## config.mk

```make
export PLATFORM = sky130hd
export DESIGN_NAME = agpio_top
export DESIGN_NICKNAME = d
export VERILOG_FILES = /design/src/agpio_pkg.sv /design/src/agpio_top.sv /design/src/agpio_sync.sv
export VERILOG_INCLUDE_DIRS = /design/src
export SDC_FILE = /design/constraint.sdc
export NUM_CORES = 1
export LEC_CHECK = 0
export BUFFER_PORTS_ARGS = -buffer_cell sky130_fd_sc_hd__buf_2
export CAP_MARGIN = 20
export CORE_MARGIN = 4
export CORE_UTILIZATION = 46
export CTS_CLUSTER_DIAMETER = 60
export DETAILED_ROUTE_END_ITERATION = 10
export PLACE_DENSITY_LB_ADDON = 0.12
export SETUP_SLACK_MARGIN = 0.3
export SLEW_MARGIN = 20
export SYNTH_ARGS = -nofsm -noshare
export SYNTH_HDL_FRONTEND = slang
export SYNTH_SLANG_ARGS = --single-unit
```

## constraint.sdc

```tcl
create_clock -name core_clk -period 1.9 [get_ports core_clk]
set_clock_uncertainty 0.2 [all_clocks]
set_input_delay 0.095 -clock core_clk [delete_from_list [all_inputs] [get_ports core_clk]]
set_output_delay 0.095 -clock core_clk [all_outputs]
set_load 0.01 [all_outputs]
```

## src/agpio_params.svh

```systemverilog
// register map, field positions, reset values and bit masks of the pin control block
`ifndef AGPIO_PARAMS_SVH
`define AGPIO_PARAMS_SVH

`define AGPIO_CFG_ADDR 8'h06
`define AGPIO_CFG_RESET 16'h0800
`define AGPIO_CFG_WMASK 16'h1f3f
`define AGPIO_BIT_EXT_MUX 12
`define AGPIO_BIT_SYNC_EN 11
`define AGPIO_BIT_ERR_HI 10
`define AGPIO_BIT_ERR_LO 9
`define AGPIO_BIT_ERR_LVL 8
`define AGPIO_BIT_IN_EN1 5
`define AGPIO_BIT_IN_EN0 4
`define AGPIO_BIT_OUT_EN1 3
`define AGPIO_BIT_OUT_EN0 2
`define AGPIO_BIT_LVL1 1
`define AGPIO_BIT_LVL0 0
`define AGPIO_SYNC_STAGES 2

`endif

```

## src/agpio_pkg.sv

```systemverilog
// types shared by the pin control block
package agpio_pkg;
  // encoding of the error-function field of the configuration register
  typedef enum logic [1:0] {
    AGPIO_ERR_OFF = 2'h0,
    AGPIO_ERR_IN = 2'h1,
    AGPIO_ERR_OD = 2'h2,
    AGPIO_ERR_OUT = 2'h3
  } agpio_err_mode_t;

  // channel-switch sequencing states
  typedef enum logic [1:0] {
    SEQ_IDLE,
    SEQ_HOLD,
    SEQ_WAIT
  } agpio_seq_state_t;

  typedef logic [15:0] agpio_word_t;
endpackage

```

## src/agpio_top.sv

```systemverilog
// general pin, sync/error pin and external multiplexer control behind the pin config register
`timescale 1ns/1ns
`include "agpio_params.svh"
module agpio_top
  import agpio_pkg::*;
#(
  parameter int DLY_W = 8,
  parameter int ERR_W = 4
) (
  input wire logic core_clk, // block clock, 25 MHz
  input wire logic sys_rst, // async reset, active high
  input wire logic [7:0] regAddr, // register address from serial interface
  input wire agpio_pkg::agpio_word_t regWrData, // write data
  input wire logic regWrEn, // write strobe, one cycle
  input wire logic regRdEn, // read strobe, one cycle
  output agpio_pkg::agpio_word_t regRdData, // read data, registered
  output logic regRdValid, // read data valid, one cycle
  input wire logic [1:0] seqChannel, // channel the sequencer switches to
  input wire logic seqSwitchDue, // channel switch due, one cycle
  input wire logic multiChanEn, // more than one channel enabled
  input wire logic altSyncMode, // alternate_sync_mode from interface mode
  input wire logic [DLY_W-1:0] muxDelay, // wait cycles after a mux switch
  input wire logic [ERR_W-1:0] statusErrBits, // status register error bits
  output logic filterResetHold, // hold modulator and filter in reset
  output logic convStart, // begin next conversion, one cycle
  output logic adcErrorFlag, // contribution to converter error flag
  input wire logic [1:0] generalPinIn, // general_pin_1/0 pad levels
  output logic [1:0] generalPinOut, // general pin drive levels
  output logic [1:0] generalPinOe, // general pin drive enables
  input wire logic errPinIn, // sync/error pad level
  output logic errPinOut, // sync/error drive level
  output logic errPinOe // sync/error drive enable
);
  import agpio_pkg::*;
  // ----------------------------------------------------------------
  // input synchronisation
  // ----------------------------------------------------------------
  logic [2:0] pinSync;
  logic syncLevel;
  logic [1:0] genLevel;

  agpio_sync #(.WIDTH(3)) u_sync (
    .core_clk(core_clk),
    .sys_rst(sys_rst),
    .pinAsync({errPinIn, generalPinIn}),
    .pinSync(pinSync)
  );
  assign syncLevel = pinSync[2];
  assign genLevel = pinSync[1:0];
  // ----------------------------------------------------------------
  // configuration register
  // ----------------------------------------------------------------
  agpio_word_t generalIoConfig_q, generalIoConfig_d;
  agpio_word_t regRdData_q, regRdData_d;
  logic regRdValid_q, regRdValid_d;
  logic extMuxDrive, syncInputEnable, errorPinLevel;
  logic [1:0] pinInputEnable, pinOutputEnable, pinLevel;
  agpio_err_mode_t errMode;
  logic cfgHit;

  assign extMuxDrive = generalIoConfig_q[`AGPIO_BIT_EXT_MUX];
  assign syncInputEnable = generalIoConfig_q[`AGPIO_BIT_SYNC_EN];
  assign errMode = agpio_err_mode_t'(generalIoConfig_q[`AGPIO_BIT_ERR_HI:`AGPIO_BIT_ERR_LO]);
  assign errorPinLevel = generalIoConfig_q[`AGPIO_BIT_ERR_LVL];
  assign pinInputEnable = {generalIoConfig_q[`AGPIO_BIT_IN_EN1],
                           generalIoConfig_q[`AGPIO_BIT_IN_EN0]};
  assign pinOutputEnable = {generalIoConfig_q[`AGPIO_BIT_OUT_EN1],
                            generalIoConfig_q[`AGPIO_BIT_OUT_EN0]};
  assign pinLevel = {generalIoConfig_q[`AGPIO_BIT_LVL1], generalIoConfig_q[`AGPIO_BIT_LVL0]};
  assign cfgHit = (regAddr == `AGPIO_CFG_ADDR);
  // a pin set as input reports the synchronised pad, otherwise the written value
  function automatic logic readLevel(input logic isInput, input logic padLvl,
                                     input logic stored);
    readLevel = isInput ? padLvl : stored;
  endfunction
  // writes store only defined bits; unmapped addresses read zero
  always_comb begin
    generalIoConfig_d = generalIoConfig_q;
    regRdData_d = regRdData_q;
    regRdValid_d = regRdEn;
    if (regWrEn && cfgHit) begin
      generalIoConfig_d = regWrData & `AGPIO_CFG_WMASK;
    end
    if (regRdEn) begin
      regRdData_d = '0;
      if (cfgHit) begin
        regRdData_d = generalIoConfig_q & `AGPIO_CFG_WMASK;
        regRdData_d[`AGPIO_BIT_ERR_LVL] = readLevel(errMode == AGPIO_ERR_IN, syncLevel,
                                                    errorPinLevel);
        regRdData_d[`AGPIO_BIT_LVL1] = readLevel(pinInputEnable[1], genLevel[1],
                                                 pinLevel[1]);
        regRdData_d[`AGPIO_BIT_LVL0] = readLevel(pinInputEnable[0], genLevel[0],
                                                 pinLevel[0]);
      end
    end
  end

  always_ff @(posedge core_clk or posedge sys_rst) begin
    if (sys_rst) begin
      generalIoConfig_q <= `AGPIO_CFG_RESET;
      regRdData_q <= '0;
      regRdValid_q <= 1'b0;
    end else begin
      generalIoConfig_q <= generalIoConfig_d;
      regRdData_q <= regRdData_d;
      regRdValid_q <= regRdValid_d;
    end
  end

  assign regRdData = regRdData_q;
  assign regRdValid = regRdValid_q;
  // ----------------------------------------------------------------
  // channel switch sequencing
  // ----------------------------------------------------------------
  agpio_seq_state_t seqState_q, seqState_d;
  logic [DLY_W-1:0] waitCnt_q, waitCnt_d;
  logic [1:0] muxSel_q, muxSel_d;
  logic convStart_q, convStart_d;
  logic altActive, blockSwitch;

  // alternate sync only takes effect while several channels are enabled
  assign altActive = syncInputEnable && altSyncMode && multiChanEn;
  assign blockSwitch = altActive && !syncLevel;
  // the select latches on the switch itself so the mux settles during the wait
  always_comb begin
    seqState_d = seqState_q;
    waitCnt_d = waitCnt_q;
    muxSel_d = muxSel_q;
    convStart_d = 1'b0;
    unique case (seqState_q)
      SEQ_IDLE: begin
        if (seqSwitchDue) begin
          muxSel_d = seqChannel;
          if (blockSwitch) begin
            seqState_d = SEQ_HOLD;
          end else if (muxDelay != '0) begin
            waitCnt_d = muxDelay;
            seqState_d = SEQ_WAIT;
          end else begin
            convStart_d = 1'b1;
          end
        end
      end
      SEQ_HOLD: begin
        if (!altActive || syncLevel) begin
          if (muxDelay != '0) begin
            waitCnt_d = muxDelay;
            seqState_d = SEQ_WAIT;
          end else begin
            convStart_d = 1'b1;
            seqState_d = SEQ_IDLE;
          end
        end
      end
      SEQ_WAIT: begin
        if (waitCnt_q <= DLY_W'(1)) begin
          convStart_d = 1'b1;
          seqState_d = SEQ_IDLE;
        end else begin
          waitCnt_d = waitCnt_q - DLY_W'(1);
        end
      end
    endcase
  end

  always_ff @(posedge core_clk or posedge sys_rst) begin
    if (sys_rst) begin
      seqState_q <= SEQ_IDLE;
      waitCnt_q <= '0;
      muxSel_q <= 2'h0;
      convStart_q <= 1'b0;
    end else begin
      seqState_q <= seqState_d;
      waitCnt_q <= waitCnt_d;
      muxSel_q <= muxSel_d;
      convStart_q <= convStart_d;
    end
  end

  assign convStart = convStart_q;
  // ----------------------------------------------------------------
  // pin drive, error flag and filter hold
  // ----------------------------------------------------------------
  logic [1:0] genOut_q, genOut_d, genOe_q, genOe_d;
  logic errOut_q, errOut_d, errOe_q, errOe_d;
  logic hold_q, hold_d, errFlag_q, errFlag_d;

  // outputs are registered so pads never see decode glitches
  always_comb begin
    // plain sync holds while low; alternate mode leaves the filter running
    hold_d = syncInputEnable && !altActive && !syncLevel;
    if (extMuxDrive) begin
      genOut_d = muxSel_q;
      genOe_d = 2'b11;
    end else begin
      genOut_d = pinLevel;
      genOe_d = pinOutputEnable & ~pinInputEnable;
    end
    errOut_d = 1'b0;
    errOe_d = 1'b0;
    errFlag_d = 1'b0;
    unique case (errMode)
      AGPIO_ERR_OFF: errFlag_d = 1'b0;
      AGPIO_ERR_IN: errFlag_d = !syncLevel;
      AGPIO_ERR_OD: errOe_d = |statusErrBits;
      AGPIO_ERR_OUT: begin
        errOut_d = errorPinLevel;
        errOe_d = 1'b1;
      end
    endcase
  end

  always_ff @(posedge core_clk or posedge sys_rst) begin
    if (sys_rst) begin
      genOut_q <= 2'h0;
      genOe_q <= 2'h0;
      errOut_q <= 1'b0;
      errOe_q <= 1'b0;
      hold_q <= 1'b0;
      errFlag_q <= 1'b0;
    end else begin
      genOut_q <= genOut_d;
      genOe_q <= genOe_d;
      errOut_q <= errOut_d;
      errOe_q <= errOe_d;
      hold_q <= hold_d;
      errFlag_q <= errFlag_d;
    end
  end

  assign generalPinOut = genOut_q;
  assign generalPinOe = genOe_q;
  assign errPinOut = errOut_q;
  assign errPinOe = errOe_q;
  assign filterResetHold = hold_q;
  assign adcErrorFlag = errFlag_q;
endmodule // agpio_top

```

## src/agpio_sync.sv

```systemverilog
// two-flop synchroniser for asynchronous pin levels
`timescale 1ns/1ns
`include "agpio_params.svh"
module agpio_sync #(
  parameter int WIDTH = 3
) (
  input wire logic core_clk, // block clock
  input wire logic sys_rst, // async reset, active high
  input wire logic [WIDTH-1:0] pinAsync, // raw pin levels
  output logic [WIDTH-1:0] pinSync // levels in the clock domain
);
  logic [WIDTH-1:0] meta_q;
  logic [WIDTH-1:0] stable_q;

  // first stage feeds only the second stage, never any logic
  always_ff @(posedge core_clk or posedge sys_rst) begin
    if (sys_rst) begin
      meta_q <= '0;
      stable_q <= '0;
    end else begin
      meta_q <= pinAsync;
      stable_q <= meta_q;
    end
  end

  assign pinSync = stable_q;
endmodule // agpio_sync

```

==> results of run 1 <==
-- where the power goes --
| group | total, mW | switching, mW | internal, mW | leakage [nW] |
|---|---|---|---|---|
| registers | 1.36 | 0.144 | 1.21 | 0.652 |
| logic | 1.33 | 0.640 | 0.690 | 1.06 |
| clock network | 0.760 | 0.368 | 0.392 | 0.0504 |
| total | 3.45 | 1.15 | 2.30 | 1.76 |
-- metal layers --
metal / vias to the layer above / GRT usage / wire length, um
met5: - / 0 / 0
met4: 0 / 0.0507 / 65
met3: 7 / 0.0406 / 382
met2: 70 / 0.330 / 2970
met1: 969 / 0.266 / 2710
li1: 962 / - / -
-- how the worst max path moves through the flow --
stage          slack [ps]                        end  depth (start not counted)
5_1_grt               -50  seqState_q[0]$_DFFE_PP0P_                          6
2_1_floorplan          30  seqState_q[0]$_DFFE_PP0P_                          5
4_1_cts                50   waitCnt_q[0]$_DFFE_PP0P_                          6
3_3_place_gp          -10   waitCnt_q[0]$_DFFE_PP0P_                          6
3_5_place_dp          -30   waitCnt_q[0]$_DFFE_PP0P_                          6
6_report               10  seqState_q[0]$_DFFE_PP0P_                          6
-- worst reg2reg max path, cell delays in order (launching register included) --
cell and delay, ps:
dfrtp_1 390, inv_1 60, ha_2 190, or2_4 230
a31oi_1 220, a221o_2 180, mux2_4 300
-- kinds of logic after synthesis --
family | synth area share
AO/OA/AOI/OAI | 0.154
adder cells (fa/ha/maj) | 0.0264
buffers and inverters | 0.0481
flip-flops | 0.529
multiplexers | 0.119
other | 0.00158
AND/OR/NAND/NOR | 0.123
-- synth_stat cells (2+ instances only) --
cell type / count / area [um^2]
o41ai_1: 5 / 43.8
nor4_1: 4 / 25.0
mux2_4: 11 / 165
mux2_2: 2 / 22.5
a41oi_1: 2 / 17.5
nor3_1: 4 / 20.0
a21oi_1: 8 / 40.0
clkbuf_1: 4 / 15.0
and4_1: 2 / 17.5
o31ai_1: 2 / 15.0
nand3_1: 2 / 10.0
o21ai_1: 5 / 25.0
a31oi_1: 2 / 12.5
nor2_1: 7 / 26.3
mux2_1: 3 / 33.8
inv_2: 2 / 7.51
mux2i_1: 6 / 60.1
o2bb2ai_1: 4 / 35.0
dfrtp_1: 49 / 1230
nand2_1: 6 / 22.5
and3_1: 2 / 12.5
nor3_2: 2 / 20.0
nor2b_1: 3 / 18.8
nand2b_1: 2 / 12.5
ha_1: 5 / 62.6
a22o_1: 8 / 70.1
a21o_1: 2 / 15.0
buf_4: 5 / 37.5
or4_4: 3 / 33.8
inv_1: 10 / 37.5
-- cell type report --
class                   instances  area, um^2  area share
inverters                      12        45.0      0.0127
multi-input cells             124        1160       0.327
repair buffers                125         886       0.250
clock buffers                   5        68.8      0.0195
well taps                      67        83.8      0.0237
clock inverters                 3        45.0      0.0127
flip-flops and latches         50        1250       0.354
-- timing repair --
item	4_1_cts	5_1_grt
setup endpoints to repair	11	13
buffers inserted	4	3
hold endpoints to repair	81	1
pin swaps	2	3
resized for setup	8	10
-- per-stage QoR --
stage	hold slack, ps	instance area, um^2	TNS (ps)
6_report	-19.3	3540	0
5_1_grt	-0.972	3540	-116
4_1_cts	-23.9	3460	0
3_5_place_dp	-79.6	2950	-52.7
3_3_place_gp	-77.3	2950	-11.4
2_1_floorplan	-73.6	2440	0
-- flip-flops by register name, indices dropped and copies added, names as in the netlist --
name / count
muxSel_q: 2
generalPinOe: 2
u_sync.pinSync: 3
seqState_q: 2
adcErrorFlag: 1
filterResetHold: 1
errPinOe: 1
generalIoConfig_q: 11
waitCnt_q: 8
errPinOut: 1
generalPinOut: 2
u_sync.meta_q: 3
regRdData: 11
convStart: 1
regRdValid: 1
==> results.tsv, run 1 <==
metric	value	unit
FFs w/ async S/R, synth	1.00	
RD Place Congestion	0.887	
fin crit period	1890	ps
CP Launch Type	flip-flop	
CP max FO	3	
ratio of cells with drive above 1 in the final layout	0.464	
Slowest Stage Delay on Critical Path	390	ps
Primary FF master, synth	dfrtp_1	
worst reg2reg startpoint	waitCnt_q[0]$_DFFE_PP0P_	
Syn Std Cell Area	0.00237	mm^2
number of global-route vias before repair	2025	
antenna violation net count after detailed routing	0	
GRT overflow	0	
Worst Min Path Start	muxDelay[4]	
GR Util All Layers	0.199	
Area Growth Syn to Fin	49.3	%
# DRC	0	
maximum VDD drop	0.000683	V
violated checks	negative hold slack	
Initial Utilization	0.489	
Post-Synthesis Cells	193	
largest net degree at the start of global routing	32	
library cells used by synthesis	51	
RSZ-0062 raised after global routing	true	
first-pass GRT wire length	9700	um
clk_lat worst skew	300	ps
drt total wl	6130	um
crit path launch	waitCnt_q[0]$_DFFE_PP0P_	
crit path cell chain	inv_1 > ha_2 > or2_4 > a31oi_1 > a221o_2 > mux2_4	
PwrDens	975	mW/mm^2
IO Count	74	
R2R Setup Slk	10	ps
total CTS buffers	5	
hold depth	4	
P_leak	1.76	nW
pre-CTS WS	-33.4	ps
crit share post-route	0.993	
Buf+Inv Stages, Crit Path	1	
Req. time, crit path	1890	ps
Worst Hold Class	input pin to flip-flop	
Slew Viols, Final	0	
Die Area	0.00636	mm^2
DR iter-0 viols	76	
CTS Buffer Depth	2	
1st-pass router iterations	4	
Syn Area/Cell	12.3	um^2
most frequent cells in the layout	buf_2, dfrtp_1, dlygate4sd3_1	
Net count, final	371	
Die X	79.8	um
critical path's top delay family	compound AO/OA/AOI/OAI gates	
worst setup path class	flip-flop to flip-flop	
most common cell after layout, fill and taps aside	buf_2	
CP Capture Type	flip-flop	
status	complete, but fails checks	
fin worst setup slack	13.9	ps
diode count	0	
Fmax	0.530	GHz
Seq cells post-synth	50	
slowest CP cell	dfrtp_1	
clock-pin slew on the worst setup and hold paths	90	ps
Cell Count, Final, Fillers Out	386	
IO Port Bufs	63	
total power	3.45	mW
clock root cell	clkbuf_8	
row count	25	
CTS tree	yes	
Fin. Hold Viols	1	
final setup fails	0	
synthesis warning total	0	
fillers	340	
Worst Hold Path EP	convStart$_DFF_PP0_	
total of max-cap violations	0	
Die Span Y	79.8	um
initial antenna violation count	0	
number of flops mapped to enable cells by yosys	0	
vias per inst	5.20	
post-synthesis sequential area ratio	0.529	
Final Util	0.730	
Hold WS	-19.3	ps
H-tree depth	2	
Hold-fix buffers, CTS	32	
dpl cells	339	
hpwl dp	4000	um
Worst EP arrival	1880	ps
vias post-DR	2008	
reg2reg path depth	6	
core area	0.00485	mm^2
reg2reg end	seqState_q[0]$_DFFE_PP0P_	
routed length per instance	15.9	um
clk sinks	50	
Power figures use the tool's default switching activity.
==> run 2, diff against run 1 <==
- BUFFER_PORTS_ARGS: -buffer_cell sky130_fd_sc_hd__buf_2 -> -buffer_cell sky130_fd_sc_hd__buf_4
==> results.tsv, run 2 (same netlist as run 1, synthesis figures left out) <==
metric	value	unit	change
reg2reg path depth	4		was 6
fillers	325		was 340
status	complete, but fails checks		unchanged
first-pass GRT wire length	10400	um	was 9700 um
Die Area	0.00636	mm^2	unchanged
Worst Min Path Start	muxDelay[0]		was muxDelay[4]
IO Count	74		unchanged
final setup fails	1		was 0
most frequent cells in the layout	buf_4, dfrtp_1, dlygate4sd3_1		was buf_2, dfrtp_1, dlygate4sd3_1
ratio of cells with drive above 1 in the final layout	0.486		was 0.464
number of global-route vias before repair	2133		was 2025
# DRC	0		unchanged
Fmax	0.520	GHz	was 0.530 GHz
Final Util	0.769		was 0.730
vias per inst	5.23		was 5.20
CP Launch Type	flip-flop		unchanged
DR iter-0 viols	73		was 76
most common cell after layout, fill and taps aside	buf_4		was buf_2
Final Cell Area	0.00373	mm^2	was 0.00354 mm^2
vias post-DR	2041		was 2008
hold depth	4		unchanged
Req. time, crit path	1890	ps	about the same
P_leak	1.81	nW	was 1.76 nW
clk_lat worst skew	310	ps	was 300 ps
GRT overflow	0		unchanged
hpwl dp	4310	um	was 4000 um
initial antenna violation count	0		unchanged
worst setup path class	flip-flop to flip-flop		unchanged
diode count	0		unchanged
multi-input logic area	0.00119	mm^2	was 0.00116 mm^2
H-tree depth	2		unchanged
maximum VDD drop	0.000571	V	was 0.000683 V
RD Place Congestion	0.885		was 0.887
clock root cell	clkbuf_8		unchanged
Fin. Hold Viols	0		was 1
DP Area	0.00313	mm^2	was 0.00295 mm^2
routed length per instance	16.2	um	was 15.9 um
clock-pin slew on the worst setup and hold paths	100	ps	was 90 ps
row count	25		unchanged
clk sinks	50		unchanged
crit share post-route	1.01		was 0.993
1st-pass router iterations	4		unchanged
core area	0.00485	mm^2	unchanged
CP max FO	3		unchanged
PwrDens	924	mW/mm^2	was 975 mW/mm^2
CTS Buffer Depth	2		unchanged
Slew Viols, Final	0		unchanged
Initial Utilization	0.489		unchanged
Worst EP arrival	1920	ps	was 1880 ps
worst reg2reg startpoint	waitCnt_q[7]$_DFFE_PP0P_		was waitCnt_q[0]$_DFFE_PP0P_
CTS tree	yes		unchanged
violated checks	negative setup slack		was negative hold slack
CP Capture Type	flip-flop		unchanged
fin worst setup slack	-23.1	ps	was 13.9 ps
RSZ-0062 raised after global routing	true		unchanged
Worst Hold Class	input pin to flip-flop		unchanged
total of max-cap violations	0		unchanged
IO Port Bufs	63		unchanged
GR Util All Layers	0.212		was 0.199
reg2reg end	seqState_q[0]$_DFFE_PP0P_		unchanged
Die X	79.8	um	unchanged
total negative slack	-23.1	ps	was 0 ps
fin crit period	1920	ps	was 1890 ps
Cell Count, Final, Fillers Out	390		was 386
antenna violation net count after detailed routing	0		unchanged
R2R Setup Slk	-20	ps	was 10 ps
dpl cells	343		was 339
drt total wl	6320	um	was 6130 um
Area Growth Syn to Fin	57.5	%	was 49.3%
total CTS buffers	5		unchanged
largest net degree at the start of global routing	21		was 32
Reg area	0.00125	mm^2	unchanged
Worst Hold Path EP	waitCnt_q[0]$_DFFE_PP0P_		was convStart$_DFF_PP0_
Die Span Y	79.8	um	unchanged
Net count, final	375		was 371
[run 2: changes by cell type in the layout (fill, tap and decap cells not counted), moves of 2 or more]
cell / before / now
nor4_4: 1 / 3
inv_2: 4 / 7
inv_1: 8 / 5
ha_2: 2 / 4
buf_4: 28 / 94
buf_2: 63 / 0
nor4_2: 2 / 0
ha_1: 2 / 0
[run 2: stage by stage]
step	hold slack (ps)	setup slack, ps	power (mW)
after floorplan	-73.6	29.3	2.03
after global placement	-67.7	-3.24	2.48
after detailed placement	-70.1	-43.6	2.50
after CTS	12.9	49.4	3.32
after global routing	58.4	-64.2	3.68
final	32.8	-23.1	3.44
[run 2: how the worst max path moves through the flow]
stage	depth (start not counted)	slack, ps	startpoint	end
2_1_floorplan	5	30	generalIoConfig_q[11]$_DFFE_PP1P_	seqState_q[0]$_DFFE_PP0P_
3_3_place_gp	6	-3	waitCnt_q[0]$_DFFE_PP0P_	waitCnt_q[0]$_DFFE_PP0P_
3_5_place_dp	6	-40	seqState_q[0]$_DFFE_PP0P_	waitCnt_q[0]$_DFFE_PP0P_
4_1_cts	4	50	waitCnt_q[4]$_DFFE_PP0P_	seqState_q[0]$_DFFE_PP0P_
5_1_grt	4	-60	waitCnt_q[7]$_DFFE_PP0P_	seqState_q[0]$_DFFE_PP0P_
6_report	4	-20	waitCnt_q[7]$_DFFE_PP0P_	seqState_q[0]$_DFFE_PP0P_
[run 2: what timing repair did]
| action | in CTS | in global routing |
|---|---|---|
| pin swaps | 5 | 10 |
| setup buffers | 2 | 4 |
| setup endpoints to repair | 11 | 13 |
| endpoints found under the hold margin | 49 | 0 |
| resized for setup | 20 | 8 |
| hold buffers | 33 | 0 |
[run 2: critical path: stages (launching register included)]
cell and delay, ps:
dfrtp_1 450, nor4_4 370, a31oi_1 160, a221o_2 340
mux2_4 300
[run 2: area by class of cell]
class,instances,share of cell area
clock inverter,3,0.00671
clock buffer,5,0.0185
timing repair buffer,129,0.286
sequential,50,0.336
inverter,12,0.0121
multi-input combinational,124,0.318
tap,67,0.0225
[run 2: layer usage]
| metal | up-vias | global-route usage | routed length [um] | share of wire |
|---|---|---|---|---|
| met5 | - | 0 | 0 | 0 |
| met4 | 0 | 0.0507 | 63 | 0.010 |
| met3 | 9 | 0.0508 | 355 | 0.056 |
| met2 | 62 | 0.355 | 3060 | 0.48 |
| met1 | 1002 | 0.278 | 2840 | 0.45 |
| li1 | 968 | - | - | - |
[run 2: power breakdown]
part | internal [mW] | switching, mW
Sequential | 1.21 | 0.159
Clock | 0.266 | 0.364
Combinational | 0.766 | 0.675
==> run 3, diff against run 2 <==
- RECOVER_POWER: default -> 50
==> results.tsv, run 3 (same netlist as run 1, synthesis figures left out) <==
metric	value	unit	change
clock root cell	clkbuf_8		unchanged
Worst Hold Class	input pin to flip-flop		unchanged
Slew headroom	0.489		
most common cell after layout, fill and taps aside	buf_4		unchanged
maximum VDD drop	0.000571	V	about the same
row count	25		unchanged
drt total wl	6280	um	was 6320 um
worst reg2reg startpoint	waitCnt_q[7]$_DFFE_PP0P_		unchanged
total of max-cap violations	0		unchanged
Hold WS	34.3	ps	was 32.8 ps
CTS tree	yes		unchanged
vias per inst	5.22		was 5.23
P_leak	1.72	nW	was 1.81 nW
IO Count	74		unchanged
antenna violation net count after detailed routing	0		unchanged
largest net degree at the start of global routing	21		unchanged
initial antenna violation count	0		unchanged
Switch Pwr	1.19	mW	was 1.20 mW
total CTS buffers	5		unchanged
hold depth	4		unchanged
GR Util All Layers	0.212		unchanged
total negative slack	-23.7	ps	was -23.1 ps
Final Util	0.752		was 0.769
Die Span Y	79.8	um	unchanged
PwrDens	940	mW/mm^2	was 924 mW/mm^2
GRT overflow	0		unchanged
Cell Count, Final, Fillers Out	390		unchanged
clk_lat worst skew	300	ps	was 310 ps
first-pass GRT wire length	10400	um	unchanged
most frequent cells in the layout	buf_4, dfrtp_1, dlygate4sd3_1		unchanged
Net count, final	375		unchanged
IO Port Bufs	63		unchanged
final setup fails	1		unchanged
Worst EP arrival	1920	ps	about the same
fin crit period	1920	ps	about the same
CP Capture Type	flip-flop		unchanged
core area	0.00485	mm^2	unchanged
Reg power frac	0.401		was 0.399
CTS Buffer Depth	2		unchanged
clock share of power	0.184		was 0.183
hpwl dp	4310	um	unchanged
Combinational Power Share	0.416		was 0.418
ratio of cells with drive above 1 in the final layout	0.415		was 0.486
reg2reg path depth	4		unchanged
sw frac	0.348		about the same
clk sinks	50		unchanged
Die Area	0.00636	mm^2	unchanged
diode count	0		unchanged
Worst Max-Slew Pin Slew	766	ps	
Int Pwr	2.23	mW	was 2.25 mW
CP max FO	3		unchanged
Die X	79.8	um	unchanged
dpl cells	343		unchanged
routed length per instance	16.1	um	was 16.2 um
1st-pass router iterations	4		unchanged
worst setup path class	flip-flop to flip-flop		unchanged
CP Launch Type	flip-flop		unchanged
RSZ-0062 raised after global routing	true		unchanged
Req. time, crit path	1900	ps	was 1890 ps
Slew Viols, Final	0		unchanged
# DRC	0		unchanged
status	complete, but fails checks		unchanged
Area Growth Syn to Fin	53.9	%	was 57.5%
DR iter-0 viols	65		was 73
Initial Utilization	0.489		unchanged
violated checks	negative setup slack		unchanged
Worst Min Path Start	muxDelay[0]		unchanged
crit share post-route	1.01		about the same
H-tree depth	2		unchanged
vias post-DR	2035		was 2041
RD Place Congestion	0.885		unchanged
Fin. Hold Viols	0		unchanged
clock-pin slew on the worst setup and hold paths	100	ps	about the same
Fmax	0.520	GHz	about the same
fin worst setup slack	-23.7	ps	was -23.1 ps
crit path launch	waitCnt_q[7]$_DFFE_PP0P_		unchanged
number of global-route vias before repair	2133		unchanged
-- run 3: changes by cell type in the layout (fill, tap and decap cells not counted) --
cell / change
buf_4: -26
clkbuf_4: +4
nor2_1: +1
clkbuf_2: +1
nor2_2: -1
clkbuf_1: +21
inv_1: +1
inv_2: -1
-- run 3: power groups by stage --
stage / Clock [mW] / Sequential [mW] / Combinational [mW]
after floorplan: 0 / 1.36 / 0.670
after global placement: 0 / 1.35 / 1.12
after CTS: 0.657 / 1.36 / 1.30
after detailed placement: 0 / 1.36 / 1.14
final: 0.629 / 1.37 / 1.42
after global routing: 0.695 / 1.40 / 1.57
-- run 3: critical path: stages (launching register included) --
cell and delay [ps]:
dfrtp_1 440, nor4_4 370, a31oi_1 160, a221o_2 350, mux2_4 300
-- run 3: per-stage QoR --
stage	power (mW)	worst slack (ps)	area [um^2]
final	3.43	-23.7	3650
after global routing	3.67	-64.2	3650
after CTS	3.32	49.4	3660
after detailed placement	2.50	-43.6	3130
after global placement	2.48	-3.24	3130
after floorplan	2.03	29.3	2440
-- run 3: path summary, 6_finish.rpt --
kind                                               end  slack (ps)
setup reg to reg             seqState_q[0]$_DFFE_PP0P_         -20
hold / removal                waitCnt_q[0]$_DFFE_PP0P_          30
min in group asynchronous     waitCnt_q[5]$_DFFE_PP0P_         280
max in group asynchronous           errPinOe$_DFF_PP0_         390
setup / recovery             seqState_q[0]$_DFFE_PP0P_         -20
hold reg to reg            u_sync.pinSync[1]$_DFF_PP0_         160
-- run 3: repair_timing --
item	4_1_cts	5_1_grt
endpoints found under the setup margin	11	13
endpoints found under the hold margin	49	0
gates resized for setup	20	8
pin swaps	5	10
hold buffers	33	0
cloned	0	0
buffers inserted	2	4
-- run 3: area by class of cell --
cell class	instances	area, um^2
Clock inverter	3	25.0
Inverter	12	45.0
Clock buffer	5	68.8
Multi-Input combinational cell	124	1180
Fill cell	354	1200
Sequential cell	50	1250
Timing Repair Buffer	129	986
Tap cell	67	83.8
-- run 3: routing by layer --
metal,up-vias,GRT usage,share of wire
li1,968,-,-
met1,1002,0.278,0.45
met2,58,0.355,0.49
met3,7,0.0508,0.054
met4,0,0.0507,0.0084
met5,-,0,0
